--- src/core/codec_pkg.sv ---
package codec_pkg;

  // Code-group and nibble widths
  localparam int NIB_W = 4;
  localparam int CG_W  = 5;

  // Control code-groups
  localparam logic [4:0] CG_IDLE = 5'h1f;
  localparam logic [4:0] CG_J    = 5'h18;
  localparam logic [4:0] CG_K    = 5'h11;
  localparam logic [4:0] CG_T    = 5'h0d;
  localparam logic [4:0] CG_R    = 5'h07;
  localparam logic [4:0] CG_HALT = 5'h04;

  // Nibbles presented on the receive side
  localparam logic [3:0] NIB_ZERO    = 4'h0;
  localparam logic [3:0] NIB_SSD     = 4'h5;
  localparam logic [3:0] NIB_INV_DEF = 4'h6;
  localparam logic [3:0] NIB_INV_ALT = 4'h5;

  // Serializer bit counter and buffer
  localparam logic [2:0] SER_FIRST = 3'h0;
  localparam logic [2:0] SER_LAST  = 3'h4;
  localparam logic [1:0] BUF_EMPTY = 2'h0;
  localparam logic [1:0] BUF_FULL  = 2'h2;

  typedef struct packed {
    logic       en;
    logic       er;
    logic [3:0] d;
  } mii_tx_s;

  typedef struct packed {
    logic       dv;
    logic       er;
    logic [3:0] d;
  } mii_rx_s;

  // Two alternately phased streams for the line driver
  typedef struct packed {
    logic pos;
    logic neg;
  } pair_transmit_outputs_s;

endpackage

--- src/core/fe_4b5b_mlt3_codec.sv ---
`timescale 1ns/1ps
// Overview of operation
// - Data nibbles map to fixed 5-bit groups
// - Idle is 11111, decodes to 0000
// - J=11000, K=10001, both decode to 0101
// - T=01101, R=00111, both decode to 0000
// - Halt code-group is 00100
// - Ten unused 5-bit patterns are invalid
// - Invalid group gives nibble 6h with error
// - Select bit set gives 5h, still error
// - Control groups other than T inside data are invalid
// - TX_EN with TX_ER sends Halt groups
// - Delimiters stay intact during error substitution
// - Split MLT-3 into two alternating one streams
// - Transmit pair outputs carry only MLT-3
// - First preamble byte replaced by J/K
// - On enable drop send T/R, then idle
module fe_4b5b_mlt3_codec (
  // Clock and reset
  input  wire logic                             sys_clk,
  input  wire logic                             arst_n,
  // MII transmit
  input  wire codec_pkg::mii_tx_s               mii_tx,
  output logic                                  tx_ready,
  // MII receive
  output codec_pkg::mii_rx_s                    mii_rx,
  // Aligned receive code-groups
  input  wire logic [codec_pkg::CG_W-1:0]       rx_cg,
  input  wire logic                             rx_cg_valid,
  // Configuration
  input  wire logic                             code_err_sel,
  // Line driver
  output codec_pkg::pair_transmit_outputs_s     pair_transmit_outputs
);

  function automatic logic [4:0] enc_nib(input logic [3:0] n);
    logic [4:0] c;
    c = codec_pkg::CG_IDLE;
    unique case (n)
      4'h0: c = 5'h1e;
      4'h1: c = 5'h09;
      4'h2: c = 5'h14;
      4'h3: c = 5'h15;
      4'h4: c = 5'h0a;
      4'h5: c = 5'h0b;
      4'h6: c = 5'h0e;
      4'h7: c = 5'h0f;
      4'h8: c = 5'h12;
      4'h9: c = 5'h13;
      4'ha: c = 5'h16;
      4'hb: c = 5'h17;
      4'hc: c = 5'h1a;
      4'hd: c = 5'h1b;
      4'he: c = 5'h1c;
      4'hf: c = 5'h1d;
    endcase
    return c;
  endfunction

  // Returns {is_data, nibble}; anything not a data group is reported as not data
  function automatic logic [4:0] dec_cg(input logic [4:0] c);
    logic [4:0] r;
    r = {1'b0, codec_pkg::NIB_ZERO};
    for (int i = 0; i < 16; i++) begin
      if (enc_nib(i[3:0]) == c) begin
        r = {1'b1, i[3:0]};
      end
    end
    return r;
  endfunction

  // ---------------- Transmit encoder ----------------
  typedef enum logic [3:0] {
    TX_IDLE = 4'b0001,
    TX_K    = 4'b0010,
    TX_DATA = 4'b0100,
    TX_R    = 4'b1000
  } tx_state_e;

  tx_state_e  tx_st_q;
  tx_state_e  tx_st_d;
  logic [4:0] enc_cg;
  logic       buf_in_ready;
  logic       push;

  assign tx_ready = buf_in_ready & (tx_st_q != TX_R);
  assign push     = buf_in_ready;

  always_comb begin
    tx_st_d = tx_st_q;
    enc_cg  = codec_pkg::CG_IDLE;
    unique case (tx_st_q)
      TX_IDLE: begin
        if (mii_tx.en) begin
          enc_cg  = codec_pkg::CG_J;
          tx_st_d = TX_K;
        end
      end
      TX_K: begin
        enc_cg  = codec_pkg::CG_K;
        tx_st_d = TX_DATA;
      end
      TX_DATA: begin
        if (!mii_tx.en) begin
          enc_cg  = codec_pkg::CG_T;
          tx_st_d = TX_R;
        end else if (mii_tx.er) begin
          enc_cg  = codec_pkg::CG_HALT;
        end else begin
          enc_cg  = enc_nib(mii_tx.d);
        end
      end
      TX_R: begin
        enc_cg  = codec_pkg::CG_R;
        tx_st_d = TX_IDLE;
      end
    endcase
  end

  // Encoder only advances when the buffer takes the group, so a stall loses nothing
  always_ff @(posedge sys_clk or negedge arst_n) begin
    if (!arst_n) begin
      tx_st_q <= TX_IDLE;
    end else if (push) begin
      tx_st_q <= tx_st_d;
    end
  end

  // ---------------- Two-entry buffer ----------------
  logic [4:0] buf_mem [2];
  logic       wr_ptr_q;
  logic       rd_ptr_q;
  logic [1:0] cnt_q;
  logic       buf_out_valid;
  logic       pop;
  logic       load;

  assign buf_in_ready  = (cnt_q != codec_pkg::BUF_FULL);
  assign buf_out_valid = (cnt_q != codec_pkg::BUF_EMPTY);

  always_ff @(posedge sys_clk) begin
    if (push) begin
      buf_mem[wr_ptr_q] <= enc_cg;
    end
  end

  always_ff @(posedge sys_clk or negedge arst_n) begin
    if (!arst_n) begin
      wr_ptr_q <= 1'b0;
      rd_ptr_q <= 1'b0;
      cnt_q    <= codec_pkg::BUF_EMPTY;
    end else begin
      wr_ptr_q <= wr_ptr_q ^ push;
      rd_ptr_q <= rd_ptr_q ^ pop;
      cnt_q    <= cnt_q + 2'(push) - 2'(pop);
    end
  end

  // ---------------- Serializer, NRZI, MLT-3 ----------------
  typedef enum logic [3:0] {
    MLT_ZERO_A = 4'b0001,
    MLT_POS    = 4'b0010,
    MLT_ZERO_B = 4'b0100,
    MLT_NEG    = 4'b1000
  } mlt_state_e;

  logic [4:0] sh_q;
  logic [2:0] bit_cnt_q;
  logic       nrzi_q;
  logic       nrzi_d;
  mlt_state_e mlt_q;
  mlt_state_e mlt_d;
  logic       ser_bit;

  assign load    = (bit_cnt_q == codec_pkg::SER_LAST);
  assign pop     = load & buf_out_valid;
  assign ser_bit = sh_q[codec_pkg::CG_W-1];
  assign nrzi_d  = nrzi_q ^ ser_bit;

  // A one in the bit stream is a transition of the NRZI line; each steps the level
  always_comb begin
    mlt_d = mlt_q;
    if (nrzi_d != nrzi_q) begin
      unique case (mlt_q)
        MLT_ZERO_A: mlt_d = MLT_POS;
        MLT_POS:    mlt_d = MLT_ZERO_B;
        MLT_ZERO_B: mlt_d = MLT_NEG;
        MLT_NEG:    mlt_d = MLT_ZERO_A;
      endcase
    end
  end

  always_ff @(posedge sys_clk or negedge arst_n) begin
    if (!arst_n) begin
      sh_q      <= codec_pkg::CG_IDLE;
      bit_cnt_q <= codec_pkg::SER_FIRST;
      nrzi_q    <= 1'b0;
      mlt_q     <= MLT_ZERO_A;
    end else begin
      // An empty buffer at load time fills the line with idle
      sh_q      <= load ? (buf_out_valid ? buf_mem[rd_ptr_q] : codec_pkg::CG_IDLE) : sh_q << 1;
      bit_cnt_q <= load ? codec_pkg::SER_FIRST : bit_cnt_q + 3'h1;
      nrzi_q    <= nrzi_d;
      mlt_q     <= mlt_d;
    end
  end

  // Only MLT-3 reaches the pair; no binary mode exists
  always_ff @(posedge sys_clk or negedge arst_n) begin
    if (!arst_n) begin
      pair_transmit_outputs <= '0;
    end else begin
      pair_transmit_outputs.pos <= (mlt_d == MLT_POS);
      pair_transmit_outputs.neg <= (mlt_d == MLT_NEG);
    end
  end

  // ---------------- Receive decoder ----------------
  typedef enum logic [3:0] {
    RX_IDLE = 4'b0001,
    RX_K    = 4'b0010,
    RX_DATA = 4'b0100,
    RX_R    = 4'b1000
  } rx_state_e;

  rx_state_e          rx_st_q;
  rx_state_e          rx_st_d;
  codec_pkg::mii_rx_s rx_d;
  logic [4:0]         dec;
  logic [3:0]         inv_nib;
  codec_pkg::mii_rx_s inv_word;

  assign dec      = dec_cg(rx_cg);
  assign inv_nib  = code_err_sel ? codec_pkg::NIB_INV_ALT : codec_pkg::NIB_INV_DEF;
  assign inv_word = '{dv: 1'b1, er: 1'b1, d: inv_nib};

  always_comb begin
    rx_st_d = rx_st_q;
    rx_d    = '{dv: 1'b0, er: 1'b0, d: codec_pkg::NIB_ZERO};
    unique case (rx_st_q)
      RX_IDLE: begin
        if (rx_cg == codec_pkg::CG_J) begin
          rx_d    = '{dv: 1'b1, er: 1'b0, d: codec_pkg::NIB_SSD};
          rx_st_d = RX_K;
        end else if (!dec[4] && rx_cg != codec_pkg::CG_IDLE) begin
          rx_d    = '{dv: 1'b0, er: 1'b1, d: inv_nib};
        end
      end
      RX_K: begin
        if (rx_cg == codec_pkg::CG_K) begin
          rx_d    = '{dv: 1'b1, er: 1'b0, d: codec_pkg::NIB_SSD};
          rx_st_d = RX_DATA;
        end else begin
          rx_d    = inv_word;
          rx_st_d = RX_IDLE;
        end
      end
      RX_DATA: begin
        if (dec[4]) begin
          rx_d = '{dv: 1'b1, er: 1'b0, d: dec[3:0]};
        end else if (rx_cg == codec_pkg::CG_T) begin
          rx_d    = '{dv: 1'b0, er: 1'b0, d: codec_pkg::NIB_ZERO};
          rx_st_d = RX_R;
        end else begin
          rx_d = inv_word;
        end
      end
      RX_R: begin
        rx_st_d = RX_IDLE;
        if (rx_cg != codec_pkg::CG_R) begin
          rx_d = '{dv: 1'b0, er: 1'b1, d: inv_nib};
        end else begin
          rx_d = '{dv: 1'b0, er: 1'b0, d: codec_pkg::NIB_ZERO};
        end
      end
    endcase
  end

  always_ff @(posedge sys_clk or negedge arst_n) begin
    if (!arst_n) begin
      rx_st_q <= RX_IDLE;
      mii_rx  <= '0;
    end else if (rx_cg_valid) begin
      rx_st_q <= rx_st_d;
      mii_rx  <= rx_d;
    end
  end

endmodule // fe_4b5b_mlt3_codec

--- config.mk ---
export PLATFORM = sky130hd
export DESIGN_NAME = fe_4b5b_mlt3_codec
export DESIGN_NICKNAME = d
export VERILOG_FILES = /design/src/core/codec_pkg.sv /design/src/core/fe_4b5b_mlt3_codec.sv
export SDC_FILE = /design/constraint.sdc
export NUM_CORES = 1
export LEC_CHECK = 0
export BUFFER_PORTS_ARGS = -buffer_cell sky130_fd_sc_hd__buf_4
export CORE_UTILIZATION = 53
export DETAILED_ROUTE_END_ITERATION = 10
export PLACE_DENSITY = 0.75
export SYNTH_ARGS = -nofsm -noshare
export SYNTH_HDL_FRONTEND = slang
export SYNTH_SLANG_ARGS = --single-unit
--- constraint.sdc ---
create_clock -name sys_clk -period 1.95 [get_ports sys_clk]
set_input_delay 0.195 -clock sys_clk [delete_from_list [all_inputs] [get_ports sys_clk]]
set_output_delay 0.195 -clock sys_clk [all_outputs]
set_load 0.02 [all_outputs]
## After elaboration in Yosys (flattened, before gate mapping)

Memories as Yosys holds them, arrays and structs flattened.
Cells that the tools add are included.

| storage, ports and cells | value |
|---|---|
| flip-flop bits (word level) | 33 |
| memories kept | 2 |
| word-level logic and storage cells | 116 |
| memory bits (writable) | 10 |
| ROM bits | 80 |

| operators by class | value |
|---|---|
| reductions and logical operators | 5 |
| add/subtract/negate cells | 3 |
| eq/ne operators | 44 |
| bitwise gates (word level) | 5 |
| mux-type cells | 43 |

Memory list:

| name | words | bits a word | rd ports | clocked after Yosys merged registers in | write ports | line | RTL |
|---|---|---|---|---|---|---|---|
| (no name shown) | 16 | 5 | 1 | 0 | 0 | fe_4b5b_mlt3_codec.sv:39 | `unique case (n)` |
| buf_mem | 2 | 5 | 1 | 0 | 1 | fe_4b5b_mlt3_codec.sv:130 | `logic [4:0] buf_mem [2];` |

Operators by type and width:

| operator | count |
|---|---|
| $mux 5 | 23 |
| $eq 5x5->1 const A | 11 |
| $pmux 4 s4 | 3 |
| $eq 4x5->1 const A | 5 |
| $mux 4 | 6 |
| $pmux 6 s4 | 1 |
| $pmux 5 s4 | 1 |
| $mux 6 | 3 |
| $eq 4x2->1 const B | 4 |
| $eq 4x4->1 const B | 4 |
| $eq 4x1->1 const B | 3 |
| $eq 4x3->1 const B | 3 |
| $ne 2x2->1 const B | 6 |
| $eq 5x5->1 const B | 2 |
| $mux 3 | 3 |
| $eq 5x4->1 const B | 1 |
| $ne 5x3->1 const B | 1 |
| $ne 5x5->1 const B | 1 |
| $ne 4x4->1 const B | 1 |
| $reduce_and 4->1 | 1 |
| $add 3x1->3 const B | 1 |
| $eq 3x3->1 const B | 1 |
| $reduce_and 3->1 | 1 |
| $xor 1x1->1 | 3 |
| 9 further kinds | 11 |

## Longest topological paths before layout

Gate-level depths: netlist of the first run.

| depth | value |
|---|---|
| word-level depth | 22 |
| depth in mapped cells | 10 |
| mapped depth without buffers | 9 |

## Least setup slack after synthesis of the first run

OpenSTA, ideal clock, no wires.

| path | value |
|---|---|
| kind | register to register |
| start point | register bit_cnt_q[0] |
| end point | register cnt_q[1] |
| arrival | 1778 ps |
| data required time | 1827 ps |
| setup time | 123 ps |
| slack | 49 ps |
| buffers on the path | 1 |
| stages on the path, launching flop included | 11 |
| path through | dfrtp_1 > inv_1 > ha_1 > and2_1 > clkbuf_1 > o21a_1 > ha_1 > inv_1 > ha_1 > xnor2_1 > xnor2_1 |

| between the ends | value |
|---|---|
| longest elaborated chain between the ends | 3 |

Ends and longest elaborated chain:

| element | line | RTL |
|---|---|---|
| start: declaration | fe_4b5b_mlt3_codec.sv:168 | `logic [2:0] bit_cnt_q;` |
| start signal: assignment | fe_4b5b_mlt3_codec.sv:196 | `bit_cnt_q <= codec_pkg::SER_FIRST;` |
| start signal: assignment | fe_4b5b_mlt3_codec.sv:202 | `bit_cnt_q <= load ? codec_pkg::SER_FIRST : bit_cnt_q + 3'h1;` |
| $eq 3x3->1 | fe_4b5b_mlt3_codec.sv:175 | `assign load = (bit_cnt_q == codec_pkg::SER_LAST);` |
| $and 1x1->1 | fe_4b5b_mlt3_codec.sv:176 | `assign pop = load & buf_out_valid;` |
| $sub 2x1->2 | fe_4b5b_mlt3_codec.sv:155 | `cnt_q <= cnt_q + 2'(push) - 2'(pop);` |
| end signal: assignment | fe_4b5b_mlt3_codec.sv:151 | `cnt_q <= codec_pkg::BUF_EMPTY;` |
| end signal: assignment | fe_4b5b_mlt3_codec.sv:155 |  |
| end: declaration | fe_4b5b_mlt3_codec.sv:133 | `logic [1:0] cnt_q;` |

No other way between the ends.
A chain may end at the register's enable or synchronous reset.

## Worst setup path in the final report of the first run

Ends and elaborated chain as after synthesis.

==> impl_metrics.toml, run 1 <==
[floorplan]
die-area_um2 = 5090
die_w_um = 71.3
placement_rows = 24
design.core.area_um2 = 4470
io_pins = 24
die_h_um = 71.3
initial_utilization = 0.569

[drt]
firstDrtPassIters = 7
vias = 1906
first_iter_violations = 71
drtAntennaViolNets = 0
drc = 1
wl_per_cell_um = 14.8
finalWirelength_um = 4790
vias_per_cell = 5.90

[synthesis]
synth_nets = 275
synth_cells = 254
syn-cell-area_um2 = 2550
synth_area_leaders = "dfrtp_1, edfxtp_1, dfstp_2"
synth_top_cell_by_area = "dfrtp_1"
ys_warn_count = 0
synth_compound_area_frac = 0.205
yosys.area_share.adder = 0.0295
synth_xor_area_frac = 0.0206
synth-simple-area-share = 0.199
synth_top_family_by_area = "compound AO/OA/AOI/OAI gates"
synth_mux_area_frac = 0.0403
synth_common_cells = "nor2_1, dfrtp_1, a21oi_1, inv_1, nand2_1"
ys.flop_type = "dfrtp_1"
synth_seq_cells = 42
yosysMostFrequentCell = "nor2_1"
synth.top_cell.area_share = 0.236
synth_cell_types = 67
syn_avg_cell_area_um2 = 10.0
synth_edf_count = 10
ys_seq_area_frac = 0.436
async_reset_ff_frac = 0.762

[clocking]
postCtsSetupRepairBufs = 0
cts_resized = 0
cts_root_buffer = "clkbuf_8"
cts_tree = "built"
cts_buffers = 5
cts_num_sinks = 42
cts_buffer_depth = 2
htree_levels = 2
clk_latency_ns = 0.29
clk_pin_slew_ns = 0.08

[timing]
max_slew.worst_pin.slew_ns = 0.423
clock_skew_ns = 0.00617
fin_ws_ns = 0.137
slew_headroom = 0.718
fmax_ghz = 0.552
min_period_over_period = 0.930
grt_setup_unrepaired = "false"
drv_slew = 0
hold_viol = 0
hold_ws_ns = 0.151
finalSetupViolations = 0
fin_tns_setup_ns = 0
period_needed_ns = 1.81

[power_and_ir_drop]
p_sw_w = 0.000875
power.leakage_nw = 1.17
p_clk_frac = 0.256
seqPwrFrac = 0.468
p_int_w = 0.00177
ir_drop_v = 0.000534
comb_power_share = 0.275
swShare = 0.331
power.density_nw_per_um2 = 938

[global_routing]
track_usage = 0.198
grt_pass1_wl_um = 7890
grt_max_degree = 33
antenna_found_initial = 0
grt_pass1_vias = 1724
overflow = 0

[run_status]
status = "finished with violations"
failed_checks = "design-rule violations"

[setup_path]
critPathLaunchType = "register"
worst_ep_arrival_time_ns = 2.03
cp.required_ns = 2.17
reg2reg_from = "bit_cnt_q[0]$_DFF_PN0_"
startpoint = "bit_cnt_q[0]$_DFF_PN0_"
crit_fanout = 3
critPathKind = "register to register"
end_kind = "register"

[cells_and_area]
n_antenna_cell = 0
finalInstanceArea_um2 = 2820
final_nets = 291
fill_cells = 388
syn_to_final_growth_pct = 10.5
drive_gt1_frac = 0.232

[place]
placed_cell_area_um2 = 2700
dp_hpwl_um = 3360
pre_cts_ws_ns = 0.0990
portBuffers = 23
place.gp.congestion = 0.876

[run]
cap_violations = 0

[hold_path]
min_path_type = "input port to register"
min_from = "mii_tx[5]"
logic make-up (layout without fill, tap and decap cells):
logic type / Yosys count / count (layout)
AND/OR/NAND/NOR: 89 / 89
XOR/XNOR: 6 / 6
flip-flops: 42 / 42
AO/OA/AOI/OAI: 69 / 69
buffers and inverters: 33 / 50
adder cells (fa/ha/maj): 6 / 6
multiplexers: 9 / 9
placed cells by master, fill, tap and decap left out, types with 2 or more instances in the layout:
cell type / synthesis / layout
mux2i_1: 5 / 5
a311o_1: 2 / 2
o21ai_0: 10 / 10
buf_4: 2 / 28
nand2b_1: 5 / 5
nor3b_1: 2 / 2
nor3_1: 3 / 3
inv_1: 13 / 13
ha_1: 6 / 6
xnor2_1: 4 / 4
o22a_1: 2 / 2
o22ai_1: 4 / 4
mux2_4: 2 / 2
o31ai_1: 2 / 2
dfstp_2: 8 / 8
dfrtp_1: 24 / 24
nand3b_1: 3 / 3
edfxtp_1: 10 / 10
xor2_1: 2 / 2
o21ai_1: 2 / 2
nor2_1: 30 / 30
o31ai_2: 2 / 2
nand2_1: 12 / 12
o221ai_1: 3 / 3
and2_1: 4 / 4
or2_1: 2 / 2
o21a_1: 4 / 4
nor4b_1: 4 / 4
mux2_2: 2 / 2
nand4b_1: 2 / 2
nor2b_1: 7 / 7
a21oi_1: 13 / 13
clkbuf_8: 0 / 5
nand3_1: 6 / 6
a31oi_1: 5 / 5
cell type report:
type,count,area (um^2),share of cell area
timing repair buffer,29,220,0.0782
clock buffer,6,72.6,0.0258
clock inverter,2,37.5,0.0133
tap,52,65.1,0.0231
sequential,42,1110,0.395
multi-input combinational,179,1260,0.448
inverter,13,48.8,0.0173
per-layer routing:
metal | vias to the layer above | routed length [um] | track usage
li1 | 944 | - | -
met1 | 915 | 2250 | 0.263
met2 | 39 | 2240 | 0.327
met3 | 8 | 223 | 0.0338
met4 | 0 | 66 | 0.0733
met5 | - | 0 | 0
critical path: stages (launching register included):
cell     delay [ns]
dfrtp_1        0.37
inv_1          0.05
ha_1           0.20
and2_1         0.18
o21a_1         0.12
ha_1           0.28
inv_1          0.04
ha_1           0.20
xnor2_1        0.17
xnor2_1        0.14
power by group through the flow:
stage | Sequential, W | Clock [W] | Combinational, W
6_report | 0.00124 | 0.000677 | 0.000727
2_1_floorplan | 0.00116 | 0 | 0.000637
3_5_place_dp | 0.00125 | 0 | 0.000728
3_3_place_gp | 0.00125 | 0 | 0.000713
5_1_grt | 0.00126 | 0.000724 | 0.000804
4_1_cts | 0.00123 | 0.000697 | 0.000730
registers in the layout, summed over array words and instances (netlist names):
name / flops
buf_mem: 10
cnt_q: 2
rd_ptr_q: 1
wr_ptr_q: 1
mii_rx: 6
sh_q: 5
mlt_q: 4
bit_cnt_q: 3
tx_st_q: 4
rx_st_q: 4
pair_transmit_outputs: 2
path summary, 6_finish.rpt:
check | endpoint | slack, ns | depth (start not counted)
worst min-delay path | tx_st_q[3]$_DFFE_PN0P_ | 0.15 | 2
worst max-delay path | cnt_q[1]$_DFF_PN0_ | 0.14 | 9
worst max register to register | cnt_q[1]$_DFF_PN0_ | 0.14 | 9
min in group asynchronous | mii_rx[1]$_DFFE_PN0P_ | 0.37 | 2
worst min register to register | bit_cnt_q[0]$_DFF_PN0_ | 0.46 | 1
max in group asynchronous | tx_st_q[0]$_DFFE_PN1P_ | 1.26 | 2
per-stage QoR:
step	instances	total power (W)	utilization
global placement	314	0.00196	0.602
finish	323	0.00264	0.629
global route	323	0.00279	0.629
detailed placement	314	0.00197	0.602
CTS	323	0.00266	0.629
floorplan	254	0.00179	-
repair_timing:
| action | 4_1_cts | 5_1_grt |
|---|---|---|
| setup endpoints to repair | 0 | 0 |
| endpoints found under the hold margin | 24 | 0 |
| hold buffers | 1 | 0 |
No activity file was read; power rests on OpenSTA's default activity.
==> run 2: changes to the inputs <==
--- a/config.mk
+++ b/config.mk
@@ -6,9 +6,10 @@
 export NUM_CORES = 1
 export LEC_CHECK = 0
 export BUFFER_PORTS_ARGS = -buffer_cell sky130_fd_sc_hd__buf_4
-export CORE_UTILIZATION = 53
+export CORE_UTILIZATION = 55
+export CTS_BUF_LIST = sky130_fd_sc_hd__clkbuf_4 sky130_fd_sc_hd__clkbuf_8
 export DETAILED_ROUTE_END_ITERATION = 10
-export PLACE_DENSITY = 0.75
+export PLACE_DENSITY = 0.78
 export SYNTH_ARGS = -nofsm -noshare
 export SYNTH_HDL_FRONTEND = slang
 export SYNTH_SLANG_ARGS = --single-unit
==> run 2 against run 1 <==
Net effect:
- sequential power hardly changed
- critical path depth did not move
- global-route usage up 2.3 points
- die area shrank 3.5%
- hold slack better by 0.012 ns
- utilization grew 1.0 points
- cell count did not move
- register-to-register slack about the same
- via count grew 1.9%
- maximum frequency increased by 0.81%
- design area increased by 0.22%
- the run now ends clean
- largest cell class unchanged
- non-clock buffer count unchanged
==> impl_metrics.toml, run 2 (synthesis results as in run 1) <==
[cells_and_area]
final_cells = 323
reg_top3 = "buf_mem: 10 flops, mii_rx: 6 flops, sh_q: 5 flops"
most-common-layout-cells = "nor2_1, buf_4, dfrtp_1"
finalInstanceArea_um2 = 2820
syn_to_final_growth_pct = 10.8
largest_reg_flops = 10
n_antenna_cell = 0
drive_gt1_frac = 0.240
regMostFlops = "buf_mem"
final_common_cell = "nor2_1"
final_nets = 291

[place]
portBuffers = 23
place.gp.congestion = 0.849
placed_cell_area_um2 = 2700
placed_cells = 314
dp_hpwl_um = 3530

[floorplan]
io_pins = 24
die_h_um = 70.1
design.core.area_um2 = 4410
die_w_um = 70.1
die-area_um2 = 4910
placement_rows = 24
initial_utilization = 0.577

[setup_path]
critPathKind = "register to register"
critPathLaunchType = "register"
worst_ep_arrival_time_ns = 1.98
crit_fanout = 3
cp.required_ns = 2.13
reg2reg_slack_ns = 0.15
end_kind = "register"

[timing]
max_slew.worst_pin.slew_ns = 0.433
fmax_ghz = 0.556
grt_setup_unrepaired = "false"
finalSetupViolations = 0
hold_viol = 0
clock_skew_ns = 0.00192
slew_headroom = 0.711
period_needed_ns = 1.80
fin_tns_setup_ns = 0
drv_slew = 0
min_period_over_period = 0.922

[power_and_ir_drop]
power.density_nw_per_um2 = 939
ir_drop_v = 0.000746
power.leakage_nw = 1.19

[clocking]
cts_buffer_depth = 2
postCtsSetupRepairBufs = 0
cts_num_sinks = 42
cts_root_buffer = "clkbuf_8"
cts_buffers = 5
clk_latency_ns = 0.29
cts_tree = "built"
clk_pin_slew_ns = 0.08
htree_levels = 2

[run_status]
status = "completed"

[hold_path]
min_path_type = "input port to register"

[global_routing]
grt_pass1_vias = 1931
grt_max_degree = 33
antenna_found_initial = 0
overflow = 0
track_usage = 0.221
grt_pass1_wl_um = 8770

[drt]
vias_per_cell = 6.01
wl_per_cell_um = 15.3
finalWirelength_um = 4950
first_iter_violations = 129
drtAntennaViolNets = 0
vias = 1942
drc = 0
firstDrtPassIters = 4

[run]
cap_violations = 0
[run 2: cell count changes in the layout (fill, tap and decap cells not counted), sizes merged]
cell / previous run / this run
clkbuf: 6 / 5
clkinv: 0 / 2
clkinvlp: 1 / 0
[run 2: worst max-delay path: stages (launching register included)]
cell	delay (ns)
dfrtp_1	0.38
inv_1	0.05
ha_1	0.19
and2_1	0.17
o21a_1	0.11
ha_1	0.27
inv_1	0.04
ha_1	0.21
xnor2_2	0.14
xnor2_1	0.12
[run 2: worst paths after layout]
check,cells after the start,start,end
setup / recovery,9,bit_cnt_q[0]$_DFF_PN0_,cnt_q[1]$_DFF_PN0_
hold reg to reg,1,bit_cnt_q[0]$_DFF_PN0_,bit_cnt_q[0]$_DFF_PN0_
hold / removal,2,mii_tx[5],tx_st_q[3]$_DFFE_PN0P_
setup reg to reg,9,bit_cnt_q[0]$_DFF_PN0_,cnt_q[1]$_DFF_PN0_
min in group asynchronous,2,arst_n,mlt_q[1]$_DFF_PN0_
max in group asynchronous,2,arst_n,tx_st_q[0]$_DFFE_PN1P_
[run 2: power by group]
group,switching [W],internal [W]
Combinational,0.000408,0.000336
Sequential,0.000187,0.00105
Clock,0.000293,0.000377
Total,0.000888,0.00176
[run 2: routing by layer]
metal	track usage	routed length [um]
met5	0	0
met4	0.0600	8
met3	0.0491	211
met2	0.351	2400
met1	0.306	2330
[run 2: timing repair]
| item | 4_1_cts | 5_1_grt |
|---|---|---|
| endpoints found under the setup margin | 0 | 1 |
| hold buffers | 1 | 0 |
| resized for setup | 0 | 1 |
| endpoints found under the hold margin | 24 | 0 |
[run 2: area by class of cell]
| cell class | instances | area (um^2) |
|---|---|---|
| clock inverters | 3 | 40.0 |
| multi-input cells | 179 | 1270 |
| inverters | 13 | 48.8 |
| repair buffers | 29 | 220 |
| well taps | 52 | 65.1 |
| clock buffers | 5 | 68.8 |
| fillers | 348 | 1590 |
| flip-flops and latches | 42 | 1110 |
[run 2: metrics by stage]
stage	total power [W]	worst slack [ns]	util	hold WS [ns]
2_1_floorplan	0.00179	0.0488	-	-0.101
3_3_place_gp	0.00195	0.220	0.611	0.156
3_5_place_dp	0.00198	0.174	0.611	0.161
4_1_cts	0.00266	0.154	0.637	0.151
5_1_grt	0.00281	0.0256	0.639	0.168
6_report	0.00265	0.152	0.639	0.163
